`src/common/rap_pkg.sv`:
```
/*
 * Shared constants of the remote alarm panel and its transfer switch end.
 * Assumes one free-running 25 MHz system clock on both ends.
 * All timing is kept in 1 ms ticks from a prescaler.
 */
package rap_pkg;
	// ==========================================================
	// clock and tick
	localparam int unsigned CLK_HZ   = 25_000_000;
	localparam int unsigned TICK_HZ  = 1000;
	localparam int unsigned TICK_CYC = CLK_HZ / TICK_HZ;

	// ==========================================================
	// times in milliseconds, as printed or chosen
	localparam int unsigned HOLD_MS      = 1000;
	localparam int unsigned BATT_MS      = 15000;
	localparam int unsigned TIMEOUT_MS   = 120000;
	localparam int unsigned CHIRP_PER_MS = 600000;
	localparam int unsigned FAST_MS      = 1000;
	localparam int unsigned SLOW_MS      = 2000;
	localparam int unsigned CHIRP_ON_MS  = 100;
	localparam int unsigned DEB_MS       = 20;

	// ==========================================================
	// the same times as tick counts
	localparam int unsigned HOLD_TK      = HOLD_MS * TICK_HZ / 1000;
	localparam int unsigned BATT_TK      = BATT_MS * TICK_HZ / 1000;
	localparam int unsigned TIMEOUT_TK   = TIMEOUT_MS * TICK_HZ / 1000;
	localparam int unsigned CHIRP_PER_TK = CHIRP_PER_MS * TICK_HZ / 1000;
	localparam int unsigned FAST_TK      = FAST_MS * TICK_HZ / 1000;
	localparam int unsigned SLOW_TK      = SLOW_MS * TICK_HZ / 1000;
	localparam int unsigned CHIRP_ON_TK  = CHIRP_ON_MS * TICK_HZ / 1000;
	localparam int unsigned DEB_TK       = DEB_MS * TICK_HZ / 1000;

	// ==========================================================
	// widths and chirp counts
	localparam int unsigned CW           = 20;
	localparam int unsigned PW           = 16;
	localparam logic [1:0]  FAULT_CHIRPS = 2'h3;
	localparam logic [1:0]  RUN_CHIRPS   = 2'h1;

	typedef enum logic [1:0] {
		RAP_IDLE,
		RAP_STARTING,
		RAP_RUNNING,
		RAP_STOPPING
	} rap_state_e;
endpackage

```
`src/common/rap_link_if.sv`:
```
/*
 * Cable between the alarm panel and the transfer switch accessory board.
 * Assumes both ends sample what they receive through their own synchronisers.
 */
interface rap_link_if;
	logic test_contact;
	logic load_on_gen;
	logic gen_running;
	logic silent_mode;
	logic sys_fault;

	modport panel (
		output test_contact,
		input  load_on_gen,
		input  gen_running,
		input  silent_mode,
		input  sys_fault
	);
	modport xfer (
		input  test_contact,
		output load_on_gen,
		output gen_running,
		output silent_mode,
		output sys_fault
	);
endinterface

```
`src/core/rap_panel.sv`:
```
/*
 * Remote alarm panel: test and silence push buttons, source-running lamp,
 * fault lamp and chirp alarm.
 * Assumes the transfer switch end runs its test input in maintained mode and
 * that every button and status pin is asynchronous to sys_clk_i.
 */
// Notes on behaviour
// - one-second test hold requests start, flashes lamp
// - with no source, hold request until battery dies
// - second hold requests retransfer and generator stop
// - switch ignores stop while utility is absent
// - panel-started run: steady lamp, chirp per ten minutes
// - silence button toggles alarm mute
// - silence button lights every lamp
// - automatic or exercise run: steady lamp, silent
// - silent mode: lamp flashes fast, every second
// - starting or stopping: lamp flashes every two seconds
// - fault or low battery: steady lamp, three chirps
// - no start within two minutes flashes fault
// - switch test input set to maintained mode
// - closed contact runs test, open contact stops
module rap_panel #(
	parameter int unsigned TICK_CYC     = rap_pkg::TICK_CYC,
	parameter int unsigned HOLD_TK      = rap_pkg::HOLD_TK,
	parameter int unsigned BATT_TK      = rap_pkg::BATT_TK,
	parameter int unsigned TIMEOUT_TK   = rap_pkg::TIMEOUT_TK,
	parameter int unsigned CHIRP_PER_TK = rap_pkg::CHIRP_PER_TK,
	parameter int unsigned FAST_TK      = rap_pkg::FAST_TK,
	parameter int unsigned SLOW_TK      = rap_pkg::SLOW_TK,
	parameter int unsigned CHIRP_ON_TK  = rap_pkg::CHIRP_ON_TK,
	parameter int unsigned DEB_TK       = rap_pkg::DEB_TK
) (
	// clock, reset, enable
	input  wire logic sys_clk_i,
	input  wire logic rst_b_i,
	input  wire logic ce_i,
	// push buttons, high while pressed
	input  wire logic test_btn_i,
	input  wire logic silence_btn_i,
	// panel supply status
	input  wire logic batt_low_i,
	input  wire logic no_source_i,
	// annunciators
	output logic      run_lamp_o,
	output logic      fault_lamp_o,
	output logic      chirp_o,
	// transfer switch side
	rap_link_if.panel link
);
	// ==========================================================
	// parameter checks
	if (SLOW_TK != 2 * FAST_TK || FAST_TK < 2) begin : g_chk_blink
		$error("rap_panel: slow blink must be twice fast blink");
	end
	if (CHIRP_PER_TK >= (1 << rap_pkg::CW) || TIMEOUT_TK >= (1 << rap_pkg::CW)
		|| BATT_TK >= (1 << rap_pkg::CW) || 8 * CHIRP_ON_TK > CHIRP_PER_TK
		|| HOLD_TK < 1 || CHIRP_ON_TK < 1 || DEB_TK < 1 || DEB_TK > 255
		|| HOLD_TK >= (1 << rap_pkg::CW) || TICK_CYC < 2 || TICK_CYC > (1 << rap_pkg::PW))
	begin : g_chk_cnt
		$error("rap_panel: parameter out of range");
	end

	// ==========================================================
	// synchronisers and tick
	// bits: 7 no_source, 6 batt_low, 5 silence, 4 test, 3 fault,
	// 2 silent mode, 1 gen running, 0 load on gen
	logic [7:0]               s1_r;
	logic [7:0]               s2_r;
	logic [rap_pkg::PW-1:0]   presc_r;
	logic                     tick;

	assign tick = (presc_r == rap_pkg::PW'(TICK_CYC - 1));
	always_ff @(posedge sys_clk_i or negedge rst_b_i) begin
		if (!rst_b_i) begin
			{s1_r, s2_r} <= 16'h0000;
			presc_r <= '0;
		end else if (ce_i) begin
			s1_r    <= {no_source_i, batt_low_i, silence_btn_i, test_btn_i,
				link.sys_fault, link.silent_mode, link.gen_running, link.load_on_gen};
			s2_r    <= s1_r;
			presc_r <= tick ? '0 : presc_r + 1'b1;
		end
	end

	// ==========================================================
	// button debounce: a level must hold for the set ticks to count
	logic [1:0]               btn_r;
	for (genvar gi = 0; gi < 2; gi++) begin : g_deb
		logic [7:0] cnt_r, cnt_nxt;
		logic       lvl_nxt;
		always_comb begin
			cnt_nxt = cnt_r;
			lvl_nxt = btn_r[gi];
			if (s2_r[4+gi] == btn_r[gi]) begin
				cnt_nxt = 8'h00;
			end else if (tick) begin
				if (cnt_r == 8'(DEB_TK - 1)) begin
					cnt_nxt = 8'h00;
					lvl_nxt = s2_r[4+gi];
				end else begin
					cnt_nxt = cnt_r + 8'h01;
				end
			end
		end
		always_ff @(posedge sys_clk_i or negedge rst_b_i) begin
			if (!rst_b_i) begin
				{cnt_r, btn_r[gi]} <= 9'h000;
			end else if (ce_i) begin
				cnt_r     <= cnt_nxt;
				btn_r[gi] <= lvl_nxt;
			end
		end
	end

	// ==========================================================
	// test sequence
	rap_pkg::rap_state_e      st_r, st_nxt;
	logic [rap_pkg::CW-1:0]   hold_r, hold_nxt;
	logic [rap_pkg::CW-1:0]   tmr_r, tmr_nxt;
	logic [rap_pkg::CW-1:0]   batt_r, batt_nxt;
	logic                     armed_r, armed_nxt, tmo_r, tmo_nxt, req_nxt, hold_done;
	always_comb begin
		st_nxt    = st_r;
		tmr_nxt   = tmr_r;
		batt_nxt  = batt_r;
		tmo_nxt   = tmo_r;
		req_nxt   = link.test_contact;
		hold_nxt  = !btn_r[0] ? '0 : (armed_r && tick) ? hold_r + 1'b1 : hold_r;
		armed_nxt = armed_r | !btn_r[0];
		// a hold fires once; the button must be released before the next one
		hold_done = armed_r && btn_r[0] && tick && hold_r == rap_pkg::CW'(HOLD_TK - 1);
		if (hold_done) begin
			armed_nxt = 1'b0;
			hold_nxt  = '0;
		end
		case (st_r)
			rap_pkg::RAP_IDLE: begin
				if (hold_done) begin
					st_nxt   = rap_pkg::RAP_STARTING;
					req_nxt  = 1'b1;
					tmr_nxt  = '0;
					batt_nxt = '0;
					tmo_nxt  = 1'b0;
				end
			end
			rap_pkg::RAP_STARTING: begin
				if (tick && !tmo_r) begin
					tmr_nxt = tmr_r + 1'b1;
					tmo_nxt = (tmr_r == rap_pkg::CW'(TIMEOUT_TK - 1));
				end
				if (tick && s2_r[7]) begin
					batt_nxt = batt_r + 1'b1;
				end
				if (hold_done) begin
					st_nxt  = rap_pkg::RAP_STOPPING;
					req_nxt = 1'b0;
					tmo_nxt = 1'b0;
				end else if (s2_r[1] && s2_r[0]) begin
					st_nxt  = rap_pkg::RAP_RUNNING;
					tmo_nxt = 1'b0;
				end else if (tick && s2_r[7] && batt_r == rap_pkg::CW'(BATT_TK - 1)) begin
					// panel battery spent: the request drops with it
					st_nxt  = rap_pkg::RAP_IDLE;
					req_nxt = 1'b0;
					tmo_nxt = 1'b0;
				end
			end
			rap_pkg::RAP_RUNNING: begin
				if (hold_done) begin
					st_nxt  = rap_pkg::RAP_STOPPING;
					req_nxt = 1'b0;
				end
			end
			rap_pkg::RAP_STOPPING: begin
				// may stay here while the switch refuses to stop without utility
				if (!s2_r[1]) begin
					st_nxt = rap_pkg::RAP_IDLE;
				end
			end
			default: begin
				st_nxt  = rap_pkg::RAP_IDLE;
				req_nxt = 1'b0;
			end
		endcase
	end
	always_ff @(posedge sys_clk_i or negedge rst_b_i) begin
		if (!rst_b_i) begin
			st_r              <= rap_pkg::RAP_IDLE;
			{hold_r, tmr_r, batt_r, armed_r, tmo_r, link.test_contact} <= '0;
		end else if (ce_i) begin
			st_r              <= st_nxt;
			hold_r            <= hold_nxt;
			tmr_r             <= tmr_nxt;
			batt_r            <= batt_nxt;
			armed_r           <= armed_nxt;
			tmo_r             <= tmo_nxt;
			link.test_contact <= req_nxt;
		end
	end

	// ==========================================================
	// lamps and chirps
	logic [rap_pkg::CW-1:0]   blink_r, blink_nxt;
	logic [rap_pkg::CW-1:0]   per_r, per_nxt;
	logic [rap_pkg::CW-1:0]   ph_r, ph_nxt;
	logic [1:0]               left_r, left_nxt;
	logic                     mute_r, mute_nxt, sil_prev_r, fprev_r;
	logic                     run_nxt, fault_nxt, chirp_nxt;
	logic                     slow_on, fast_on, fault_cond, run_cond;
	always_comb begin
		blink_nxt  = (blink_r == rap_pkg::CW'(SLOW_TK - 1)) ? '0 : blink_r + 1'b1;
		blink_nxt  = tick ? blink_nxt : blink_r;
		per_nxt    = per_r;
		ph_nxt     = ph_r;
		left_nxt   = left_r;
		mute_nxt   = mute_r ^ (btn_r[1] & !sil_prev_r);
		slow_on    = blink_r < rap_pkg::CW'(SLOW_TK / 2);
		fast_on    = (blink_r < rap_pkg::CW'(FAST_TK / 2))
			|| (blink_r >= rap_pkg::CW'(FAST_TK) && blink_r < rap_pkg::CW'(FAST_TK + FAST_TK / 2));
		fault_cond = s2_r[3] | s2_r[6];
		run_cond   = (st_r == rap_pkg::RAP_RUNNING) && s2_r[0];
		// a new fault restarts the period so its pattern sounds at once
		if (!(fault_cond || run_cond) || (fault_cond && !fprev_r)) begin
			per_nxt  = '0;
			left_nxt = (fault_cond || run_cond) ? left_r : 2'h0;
		end else if (tick) begin
			per_nxt = (per_r == rap_pkg::CW'(CHIRP_PER_TK - 1)) ? '0 : per_r + 1'b1;
			if (per_r == '0) begin
				left_nxt = fault_cond ? rap_pkg::FAULT_CHIRPS : rap_pkg::RUN_CHIRPS;
				ph_nxt   = '0;
			end else if (left_r != 2'h0) begin
				if (ph_r == rap_pkg::CW'(2 * CHIRP_ON_TK - 1)) begin
					ph_nxt   = '0;
					left_nxt = left_r - 2'h1;
				end else begin
					ph_nxt = ph_r + 1'b1;
				end
			end
		end
		chirp_nxt = (left_r != 2'h0) && (ph_r < rap_pkg::CW'(CHIRP_ON_TK)) && !mute_r;
		case (st_r)
			rap_pkg::RAP_STARTING, rap_pkg::RAP_STOPPING: run_nxt = slow_on;
			default: run_nxt = s2_r[0] && (s2_r[2] ? fast_on : 1'b1);
		endcase
		fault_nxt = fault_cond || (tmo_r && slow_on);
		if (btn_r[1]) begin
			run_nxt   = 1'b1;
			fault_nxt = 1'b1;
		end
	end
	always_ff @(posedge sys_clk_i or negedge rst_b_i) begin
		if (!rst_b_i) begin
			{blink_r, per_r, ph_r, left_r, mute_r, sil_prev_r, fprev_r} <= '0;
			{run_lamp_o, fault_lamp_o, chirp_o} <= 3'h0;
		end else if (ce_i) begin
			blink_r      <= blink_nxt;
			per_r        <= per_nxt;
			ph_r         <= ph_nxt;
			left_r       <= left_nxt;
			mute_r       <= mute_nxt;
			sil_prev_r   <= btn_r[1];
			fprev_r      <= fault_cond;
			run_lamp_o   <= run_nxt;
			fault_lamp_o <= fault_nxt;
			chirp_o      <= chirp_nxt;
		end
	end
endmodule

```
`src/flat_wrapper.sv`:
```
// flat-port wrapper written by rule: the top's interface ports become plain ports
module rap_panel_flat 
#(
	parameter int unsigned TICK_CYC     = rap_pkg::TICK_CYC,
	parameter int unsigned HOLD_TK      = rap_pkg::HOLD_TK,
	parameter int unsigned BATT_TK      = rap_pkg::BATT_TK,
	parameter int unsigned TIMEOUT_TK   = rap_pkg::TIMEOUT_TK,
	parameter int unsigned CHIRP_PER_TK = rap_pkg::CHIRP_PER_TK,
	parameter int unsigned FAST_TK      = rap_pkg::FAST_TK,
	parameter int unsigned SLOW_TK      = rap_pkg::SLOW_TK,
	parameter int unsigned CHIRP_ON_TK  = rap_pkg::CHIRP_ON_TK,
	parameter int unsigned DEB_TK       = rap_pkg::DEB_TK
)
  (sys_clk_i, rst_b_i, ce_i, test_btn_i, silence_btn_i, batt_low_i, no_source_i, run_lamp_o, fault_lamp_o, chirp_o, link_test_contact, link_load_on_gen, link_gen_running, link_silent_mode, link_sys_fault);
  rap_link_if link_i ();
  input  wire logic sys_clk_i;
  input  wire logic rst_b_i;
  input  wire logic ce_i;
  input  wire logic test_btn_i;
  input  wire logic silence_btn_i;
  input  wire logic batt_low_i;
  input  wire logic no_source_i;
  output logic run_lamp_o;
  output logic fault_lamp_o;
  output logic chirp_o;
  output wire logic [$bits(link_i.test_contact)-1:0] link_test_contact;
  input wire logic [$bits(link_i.load_on_gen)-1:0] link_load_on_gen;
  input wire logic [$bits(link_i.gen_running)-1:0] link_gen_running;
  input wire logic [$bits(link_i.silent_mode)-1:0] link_silent_mode;
  input wire logic [$bits(link_i.sys_fault)-1:0] link_sys_fault;
  assign link_test_contact = link_i.test_contact;
  assign link_i.load_on_gen = link_load_on_gen;
  assign link_i.gen_running = link_gen_running;
  assign link_i.silent_mode = link_silent_mode;
  assign link_i.sys_fault = link_sys_fault;
  rap_panel #(.TICK_CYC(TICK_CYC), .HOLD_TK(HOLD_TK), .BATT_TK(BATT_TK), .TIMEOUT_TK(TIMEOUT_TK), .CHIRP_PER_TK(CHIRP_PER_TK), .FAST_TK(FAST_TK), .SLOW_TK(SLOW_TK), .CHIRP_ON_TK(CHIRP_ON_TK), .DEB_TK(DEB_TK)) u_core (.sys_clk_i(sys_clk_i), .rst_b_i(rst_b_i), .ce_i(ce_i), .test_btn_i(test_btn_i), .silence_btn_i(silence_btn_i), .batt_low_i(batt_low_i), .no_source_i(no_source_i), .run_lamp_o(run_lamp_o), .fault_lamp_o(fault_lamp_o), .chirp_o(chirp_o), .link(link_i));
endmodule
```
`config.mk`:
```
export PLATFORM = sky130hd
export DESIGN_NAME = rap_panel_flat
export DESIGN_NICKNAME = d
export VERILOG_FILES = /design/src/common/rap_pkg.sv /design/src/common/rap_link_if.sv /design/src/core/rap_panel.sv /design/src/flat_wrapper.sv
export SDC_FILE = /design/constraint.sdc
export NUM_CORES = 1
export LEC_CHECK = 0
export BUFFER_PORTS_ARGS = -buffer_cell sky130_fd_sc_hd__buf_4
export CAP_MARGIN = 20
export CORE_MARGIN = 1
export CORE_UTILIZATION = 61
export CTS_BUF_LIST = sky130_fd_sc_hd__clkbuf_16
export DETAILED_ROUTE_END_ITERATION = 8
export GPL_TIMING_DRIVEN = 0
export PLACE_DENSITY = 0.86
export RECOVER_POWER = 25
export SETUP_SLACK_MARGIN = 0.05
export SLEW_MARGIN = 20
export SYNTH_ARGS = -nofsm -noshare
export SYNTH_HDL_FRONTEND = slang
export SYNTH_SLANG_ARGS = --single-unit
```
`constraint.sdc`:
```
create_clock -name sys_clk_i -period 7.7 [get_ports sys_clk_i]
set_input_delay 1.54 -clock sys_clk_i [delete_from_list [all_inputs] [get_ports sys_clk_i]]
set_output_delay 1.54 -clock sys_clk_i [all_outputs]
set_load 0.1 [all_outputs]
```
==> results.py, run 1 <==
metrics = {
    "yosys": {
        "synth.distinct_cells": 62,
        "muxShareOfSynthArea": 0.02584,
        "synth_compound_area_frac": 0.1306,
        "synth_top_family_by_area": "simple AND/OR/NAND/NOR gates",
        "synth_area_leaders": "dfrtp_1, o21ai_0, xnor2_1, nand2_1, nor2_1",
        "yosys_register_bits": 183,
        "synth-edff-count": 0,
        "avgSynthCellArea_um2": 9.088,
        "synthAdderAreaFrac": 0.02027,
        "synth_xor_area_frac": 0.06295,
        "yosysSeqAreaShare": 0.4636,
        "async_flop_share": 1.000,
        "yosys.area.top_type": "dfrtp_1",
        "synthesis.area_mm2": 0.009878,
        "synth_warnings": 0,
        "synthCells": 1087,
        "syn_nets": 1114,
        "yosys.area.top_type_share": 0.4636,
        "synth_ff_type": "dfrtp_1",
        "synth_simple_gate_area_share": 0.2662,
    },
    "sta": {
        "final-hold-violation-count": 0,
        "drv_slew": 0,
        "skew_ns": 0.01104,
        "fin_tns_setup_ns": 0,
        "setup_slack_ns": 4.088,
        "timing.fmax_ghz": 0.2769,
        "period_minus_slack_ns": 3.612,
        "period_share": 0.4691,
        "slew_headroom": 0.2968,
        "rsz0062_at_grt": "no",
        "setup_violations": 0,
        "tightest_slew_ns": 1.041,
    },
    "flow_run": {
        "drv_cap": 0,
    },
    "clock_tree": {
        "cts_tree": "built",
        "cts.sinks": 183,
        "hold_buffers": 0,
        "h-tree-depth": 4,
        "worst_skew_pair.late_latency_ns": 0.43,
        "cts.repair.resized": 0,
        "cts_max_path_buffers": 2,
        "cts_setup_buffers": 0,
        "clk_pin_slew_worst_paths_ns": 0.06,
        "numCtsBuffers": 17,
        "cts-root-buf": "clkbuf_16",
    },
    "layout": {
        "syn_to_final_growth_pct": 10.16,
        "nNetsFinal": 1147,
        "final_cell_mix": "dfrtp_1, o21ai_0, nand2_1",
        "layout_commonest_cell": "dfrtp_1",
        "layout.area.seq_mm2": 0.004579,
        "n_antenna_cell": 0,
        "fill_cells": 1187,
        "drive_above_1_share": 0.07237,
        "multi_input_area_mm2": 0.004997,
        "fin_util": 0.6875,
    },
    "drt": {
        "vias_per_cell": 6.422,
        "drtAntennaViolNets": 0,
        "totalWireLength_um": 23350,
        "drc": 0,
        "post_drt_wl_per_cell_um": 17.31,
        "drt-initial-drc-count": 792,
        "via_count": 8663,
        "drt-pass1-iter-count": 5,
    },
    "outcome": {
        "status": "complete, no violations",
    },
    "critical_path": {
        "cp.arrival_ns": 3.93,
        "critical_path.max_stage_delay_ns": 0.56,
        "path_common_cell": "clkbuf_1",
        "path_cells": "clkbuf_1 > clkbuf_1 > buf_1 > clkbuf_1 > o21ai_0 > o22a_1",
        "worst_ep_required_time_ns": 8.01,
        "critical_path_buf_inv_count": 4,
        "critPathTopFamily": "buffers and inverters",
        "crit_type": "in2reg",
        "cp_max_fo": 10,
        "crit_path_start_kind": "input pin",
        "endpoint_kind": "register",
        "crit_slowest_cell": "buf_1",
    },
    "global_routing": {
        "grt_pass1_vias": 8118,
        "grt_pass1_wl_um": 39410,
        "grt_overflow": 0,
        "antenna_found_initial": 0,
        "grt_max_degree": 95,
        "track_usage": 0.2981,
    },
    "floorplan": {
        "boundaryPins": 15,
        "rows": 46,
        "core_mm2": 0.01583,
        "dieArea_mm2": 0.01671,
        "start_util": 0.6241,
        "die_w_um": 129.3,
        "fp.dieH_um": 129.3,
    },
    "place": {
        "place_ws_ns": 3.731,
        "portBuffers": 13,
        "gp_congestion": 0.8927,
        "dp_hpwl_um": 15490,
    },
    "min_path": {
        "min_path_type": "reg2reg",
    },
    "power": {
        "peakVddDrop_mv": 0.1888,
        "p_per_area_mw_per_mm2": 213.8,
        "power_mw": 2.327,
        "leakage_nw": 4.492,
    },
}
-- flip-flops by register name (all words and copies together), names as in the netlist, 2 cells and up, named ones only --
name	count
u_core.batt_r	20
u_core.blink_r	20
u_core.hold_r	20
u_core.per_r	20
u_core.ph_r	20
u_core.tmr_r	20
u_core.g_deb.cnt_r	16
u_core.presc_r	16
u_core.s1_r	8
u_core.s2_r	8
u_core.btn_r	2
u_core.left_r	2
-- per-layer routing --
layer / track usage / share of wire
met5: 0 / 0
met3: 0.05656 / 0.057
met1: 0.4047 / 0.44
met4: 0.1087 / 0.023
met2: 0.4788 / 0.48
-- cell usage after synthesis (3+ instances only) --
master,count
nor3_1,51
o21ai_0,103
dfrtp_1,183
buf_2,4
or2_2,4
buf_1,7
nor4_1,32
o41ai_1,6
and2_1,10
inv_1,31
nor4bb_1,3
nand4_1,39
or4_1,8
a311oi_1,3
xor2_1,20
a21o_1,3
o21ai_1,3
or3_1,14
mux2i_1,3
ha_1,16
nand2b_1,12
xnor2_1,51
and4_1,10
a31oi_1,11
and3_1,28
a21oi_1,37
mux2_2,20
nor2_1,98
nor3b_1,6
nor4b_1,7
a211oi_1,3
nor2b_1,13
nand3_1,51
o31ai_1,23
clkbuf_1,37
nand2_1,100
-- stage by stage --
step	std cells	cell area, um2	hold WS (ns)
after floorplan	1087	9878	0.4340
after global placement	1316	10250	0.4495
after detailed placement	1317	10280	0.4631
after CTS	1349	10880	0.4715
after global routing	1349	10880	0.4910
final	1349	10880	0.4712
-- layout make-up --
cell class                      instances  area share
Tap cell                              216     0.02484
Timing Repair Buffer                   14     0.01219
Buffer                                 48     0.01702
Clock inverter                         15     0.01610
Sequential cell                       183      0.4208
Multi-Input combinational cell        825      0.4592
Clock buffer                           17     0.03909
Inverter                               31     0.01069
-- path summary, 6_finish.rpt --
check / from / to / depth (start not counted) / slack, ns
max: ce_i / u_core.tmo_r$_DFFE_PN0P_ / 6 / 4.09
min: u_core.presc_r[15]$_DFFE_PN0P_ / u_core.presc_r[15]$_DFFE_PN0P_ / 1 / 0.47
max reg2reg: u_core.presc_r[11]$_DFFE_PN0P_ / u_core.hold_r[17]$_DFFE_PN0P_ / 7 / 4.28
min reg2reg: u_core.presc_r[15]$_DFFE_PN0P_ / u_core.presc_r[15]$_DFFE_PN0P_ / 1 / 0.47
max in group asynchronous: rst_b_i / u_core.per_r[11]$_DFFE_PN0P_ / 2 / 5.69
min in group asynchronous: rst_b_i / u_core.g_deb[0].cnt_r[6]$_DFFE_PN0P_ / 1 / 1.11
-- power breakdown --
part,total (mW),internal (mW),leakage (nW),switching (mW)
Sequential,1.04,1.00,2.43,0.0428
Combinational,0.391,0.123,1.77,0.268
Clock,0.892,0.512,0.293,0.379
-- cells by family (layout without fill, tap and decap cells) --
kind of cell,Yosys count,after routing
AOI/OAI and AO/OA,215,215
buffers and inverters,79,125
muxes,23,23
xor gates and xnor gates,71,71
and+or+nand+nor,500,500
DFF,183,183
adders and majority gates,16,16
Note: power is estimated with default switching activity, not from simulation.
==> inputs of run 2 (changes only) <==
--- a/config.mk
+++ b/config.mk
@@ -8,11 +8,11 @@
 export BUFFER_PORTS_ARGS = -buffer_cell sky130_fd_sc_hd__buf_4
 export CAP_MARGIN = 20
 export CORE_MARGIN = 1
-export CORE_UTILIZATION = 61
+export CORE_UTILIZATION = 57
 export CTS_BUF_LIST = sky130_fd_sc_hd__clkbuf_16
 export DETAILED_ROUTE_END_ITERATION = 8
 export GPL_TIMING_DRIVEN = 0
-export PLACE_DENSITY = 0.86
+export PLACE_DENSITY = 0.84
 export RECOVER_POWER = 25
 export SETUP_SLACK_MARGIN = 0.05
 export SLEW_MARGIN = 20
==> constraint.sdc (replaced) <==
create_clock -name sys_clk_i -period 3.3 [get_ports sys_clk_i]
set_input_delay 0.66 -clock sys_clk_i [delete_from_list [all_inputs] [get_ports sys_clk_i]]
set_output_delay 0.66 -clock sys_clk_i [all_outputs]
set_load 0.1 [all_outputs]
==> results.py, run 2 (synthesis results as in run 1) <==
metrics = {
    "drt": {
        "drc": 0,
        "totalWireLength_um": 23290,
        "drt-initial-drc-count": 785,
        "via_count": 8504,
        "drt-pass1-iter-count": 5,
        "post_drt_wl_per_cell_um": 17.17,
        "vias_per_cell": 6.271,
        "drtAntennaViolNets": 0,
    },
    "floorplan": {
        "dieArea_mm2": 0.01786,
        "core_mm2": 0.01676,
        "die_w_um": 133.6,
        "fp.dieH_um": 133.6,
        "start_util": 0.5894,
        "boundaryPins": 15,
        "rows": 47,
    },
    "global_routing": {
        "grt_max_degree": 70,
        "grt_pass1_wl_um": 38980,
        "use_met1": 0.3811,
        "use_met2": 0.4236,
        "grt_overflow": 0,
        "track_usage": 0.2730,
        "grt_busiest_layer": "met2",
        "antenna_found_initial": 0,
        "globalRouteMet3Util": 0.04909,
        "grt_pass1_vias": 8076,
    },
    "layout": {
        "n_antenna_cell": 0,
        "stdcell_count": 1356,
        "layout_commonest_cell": "dfrtp_1",
        "drive_above_1_share": 0.07835,
        "final_cell_mix": "dfrtp_1, o21ai_0, nand2_1",
        "nNetsFinal": 1150,
        "syn_to_final_growth_pct": 11.13,
        "fin_util": 0.6550,
    },
    "power": {
        "p_per_area_mw_per_mm2": 510.9,
        "power_mw": 5.609,
        "peakVddDrop_mv": 0.4297,
        "leakage_nw": 4.547,
    },
    "clock_tree": {
        "numCtsBuffers": 17,
        "worst_skew_pair.late_latency_ns": 0.44,
        "clk_pin_slew_worst_paths_ns": 0.07,
        "cts_max_path_buffers": 2,
        "cts.sinks": 183,
        "cts-root-buf": "clkbuf_16",
        "h-tree-depth": 4,
        "hold_buffers": 0,
        "cts_tree": "built",
    },
    "sta": {
        "setup_violations": 0,
        "tightest_slew_ns": 1.517,
        "drv_slew": 60,
        "final-hold-violation-count": 0,
        "period_minus_slack_ns": 3.165,
        "slew_headroom": -0.01152,
        "period_share": 0.9589,
        "timing.fmax_ghz": 0.3160,
        "rsz0062_at_grt": "no",
        "skew_ns": 0.01048,
    },
    "critical_path": {
        "crit_type": "reg2reg",
        "path_cells": "or4b_4 > nor4_4 > a21oi_1 > nand2b_1 > clkbuf_1 > o21ai_0 > o31ai_1",
        "cp.arrival_ns": 3.45,
        "endpoint_kind": "register",
        "crit_slowest_cell": "or4b_4",
        "cp_max_fo": 10,
        "worst_ep_required_time_ns": 3.59,
        "crit_path_start_kind": "register",
        "critical_path_buf_inv_count": 1,
        "critPathTopFamily": "simple AND/OR/NAND/NOR gates",
        "critical_path.max_stage_delay_ns": 0.60,
    },
    "min_path": {
        "min_path_type": "in2reg",
    },
    "place": {
        "dp_hpwl_um": 15690,
        "dp_cells": 1322,
        "portBuffers": 13,
        "gp_congestion": 0.8595,
    },
    "outcome": {
        "status": "finished, violations left",
        "violations": "max-capacitance violations, max-slew violations",
    },
    "flow_run": {
        "drv_cap": 1,
    },
}
run 2: changes by cell type in the layout (fill, tap and decap cells not counted), moves of 2 or more:
cell,before,now
clkbuf_2,0,4
buf_4,12,14
bufinv_16,3,5
clkbuf_1,37,35
nor2_2,2,0
nor2_4,0,2
run 2: final timing paths:
kind | start | end | slack [ns] | depth (start not counted)
max | u_core.presc_r[11]$_DFFE_PN0P_ | u_core.hold_r[9]$_DFFE_PN0P_ | 0.14 | 7
min | no_source_i | u_core.s1_r[7]$_DFFE_PN0P_ | 0.46 | 2
max reg2reg | u_core.presc_r[11]$_DFFE_PN0P_ | u_core.hold_r[9]$_DFFE_PN0P_ | 0.14 | 7
min reg2reg | u_core.mute_r$_DFFE_PN0P_ | u_core.mute_r$_DFFE_PN0P_ | 0.49 | 1
max in group asynchronous | rst_b_i | u_core.batt_r[17]$_DFFE_PN0P_ | 0.66 | 2
min in group asynchronous | rst_b_i | u_core.blink_r[17]$_DFFE_PN0P_ | 0.58 | 1
run 2: worst register-to-register path, stage by stage (launching register included):
cell and delay, ns:
dfrtp_1 0.43, or4b_4 0.60, nor4_4 0.49, a21oi_1 0.34, nand2b_1 0.34, clkbuf_1 0.30, o21ai_0 0.34, o31ai_1 0.17
run 2: metrics by stage:
stage | hold WS, ns | area (um2) | setup slack (ns) | setup TNS, ns
2_1_floorplan | 0.3644 | 9878 | 0.6463 | 0
3_3_place_gp | 0.4508 | 10250 | -0.03570 | -0.09130
3_5_place_dp | 0.4549 | 10310 | -0.05858 | -0.2289
4_1_cts | 0.1612 | 10980 | 0.1286 | 0
5_1_grt | 0.4539 | 10980 | 0.04688 | 0
6_report | 0.4580 | 10980 | 0.1355 | 0
run 2: timing repair:
item / 4_1_cts / 5_1_grt
endpoints found under the hold margin: 0 / 0
gates resized for setup: 3 / 6
pin swaps: 0 / 3
setup buffers: 0 / 2
endpoints found under the setup margin: 42 / 38
run 2: final cells by class:
cell class              count  area (um2)
multi-input cells         825        5027
flip-flops and latches    183        4579
inverters                  31       116.4
well taps                 220       275.3
fillers                  1320        5782
plain buffers              48       187.7
clock inverters            15       224.0
clock buffers              17       425.4
repair buffers             17       142.6
run 2: metal layers:
metal	up-vias	wire length, um
met3	49	1342
met1	4124	10530
met2	322	10890
li1	4009	-
met4	0	521
met5	-	0
run 2: power breakdown:
| group | internal [mW] | total (mW) | switching [mW] |
|---|---|---|---|
| clock | 1.35 | 2.26 | 0.911 |
| combinational | 0.284 | 0.917 | 0.633 |
| sequential | 2.34 | 2.43 | 0.0934 |
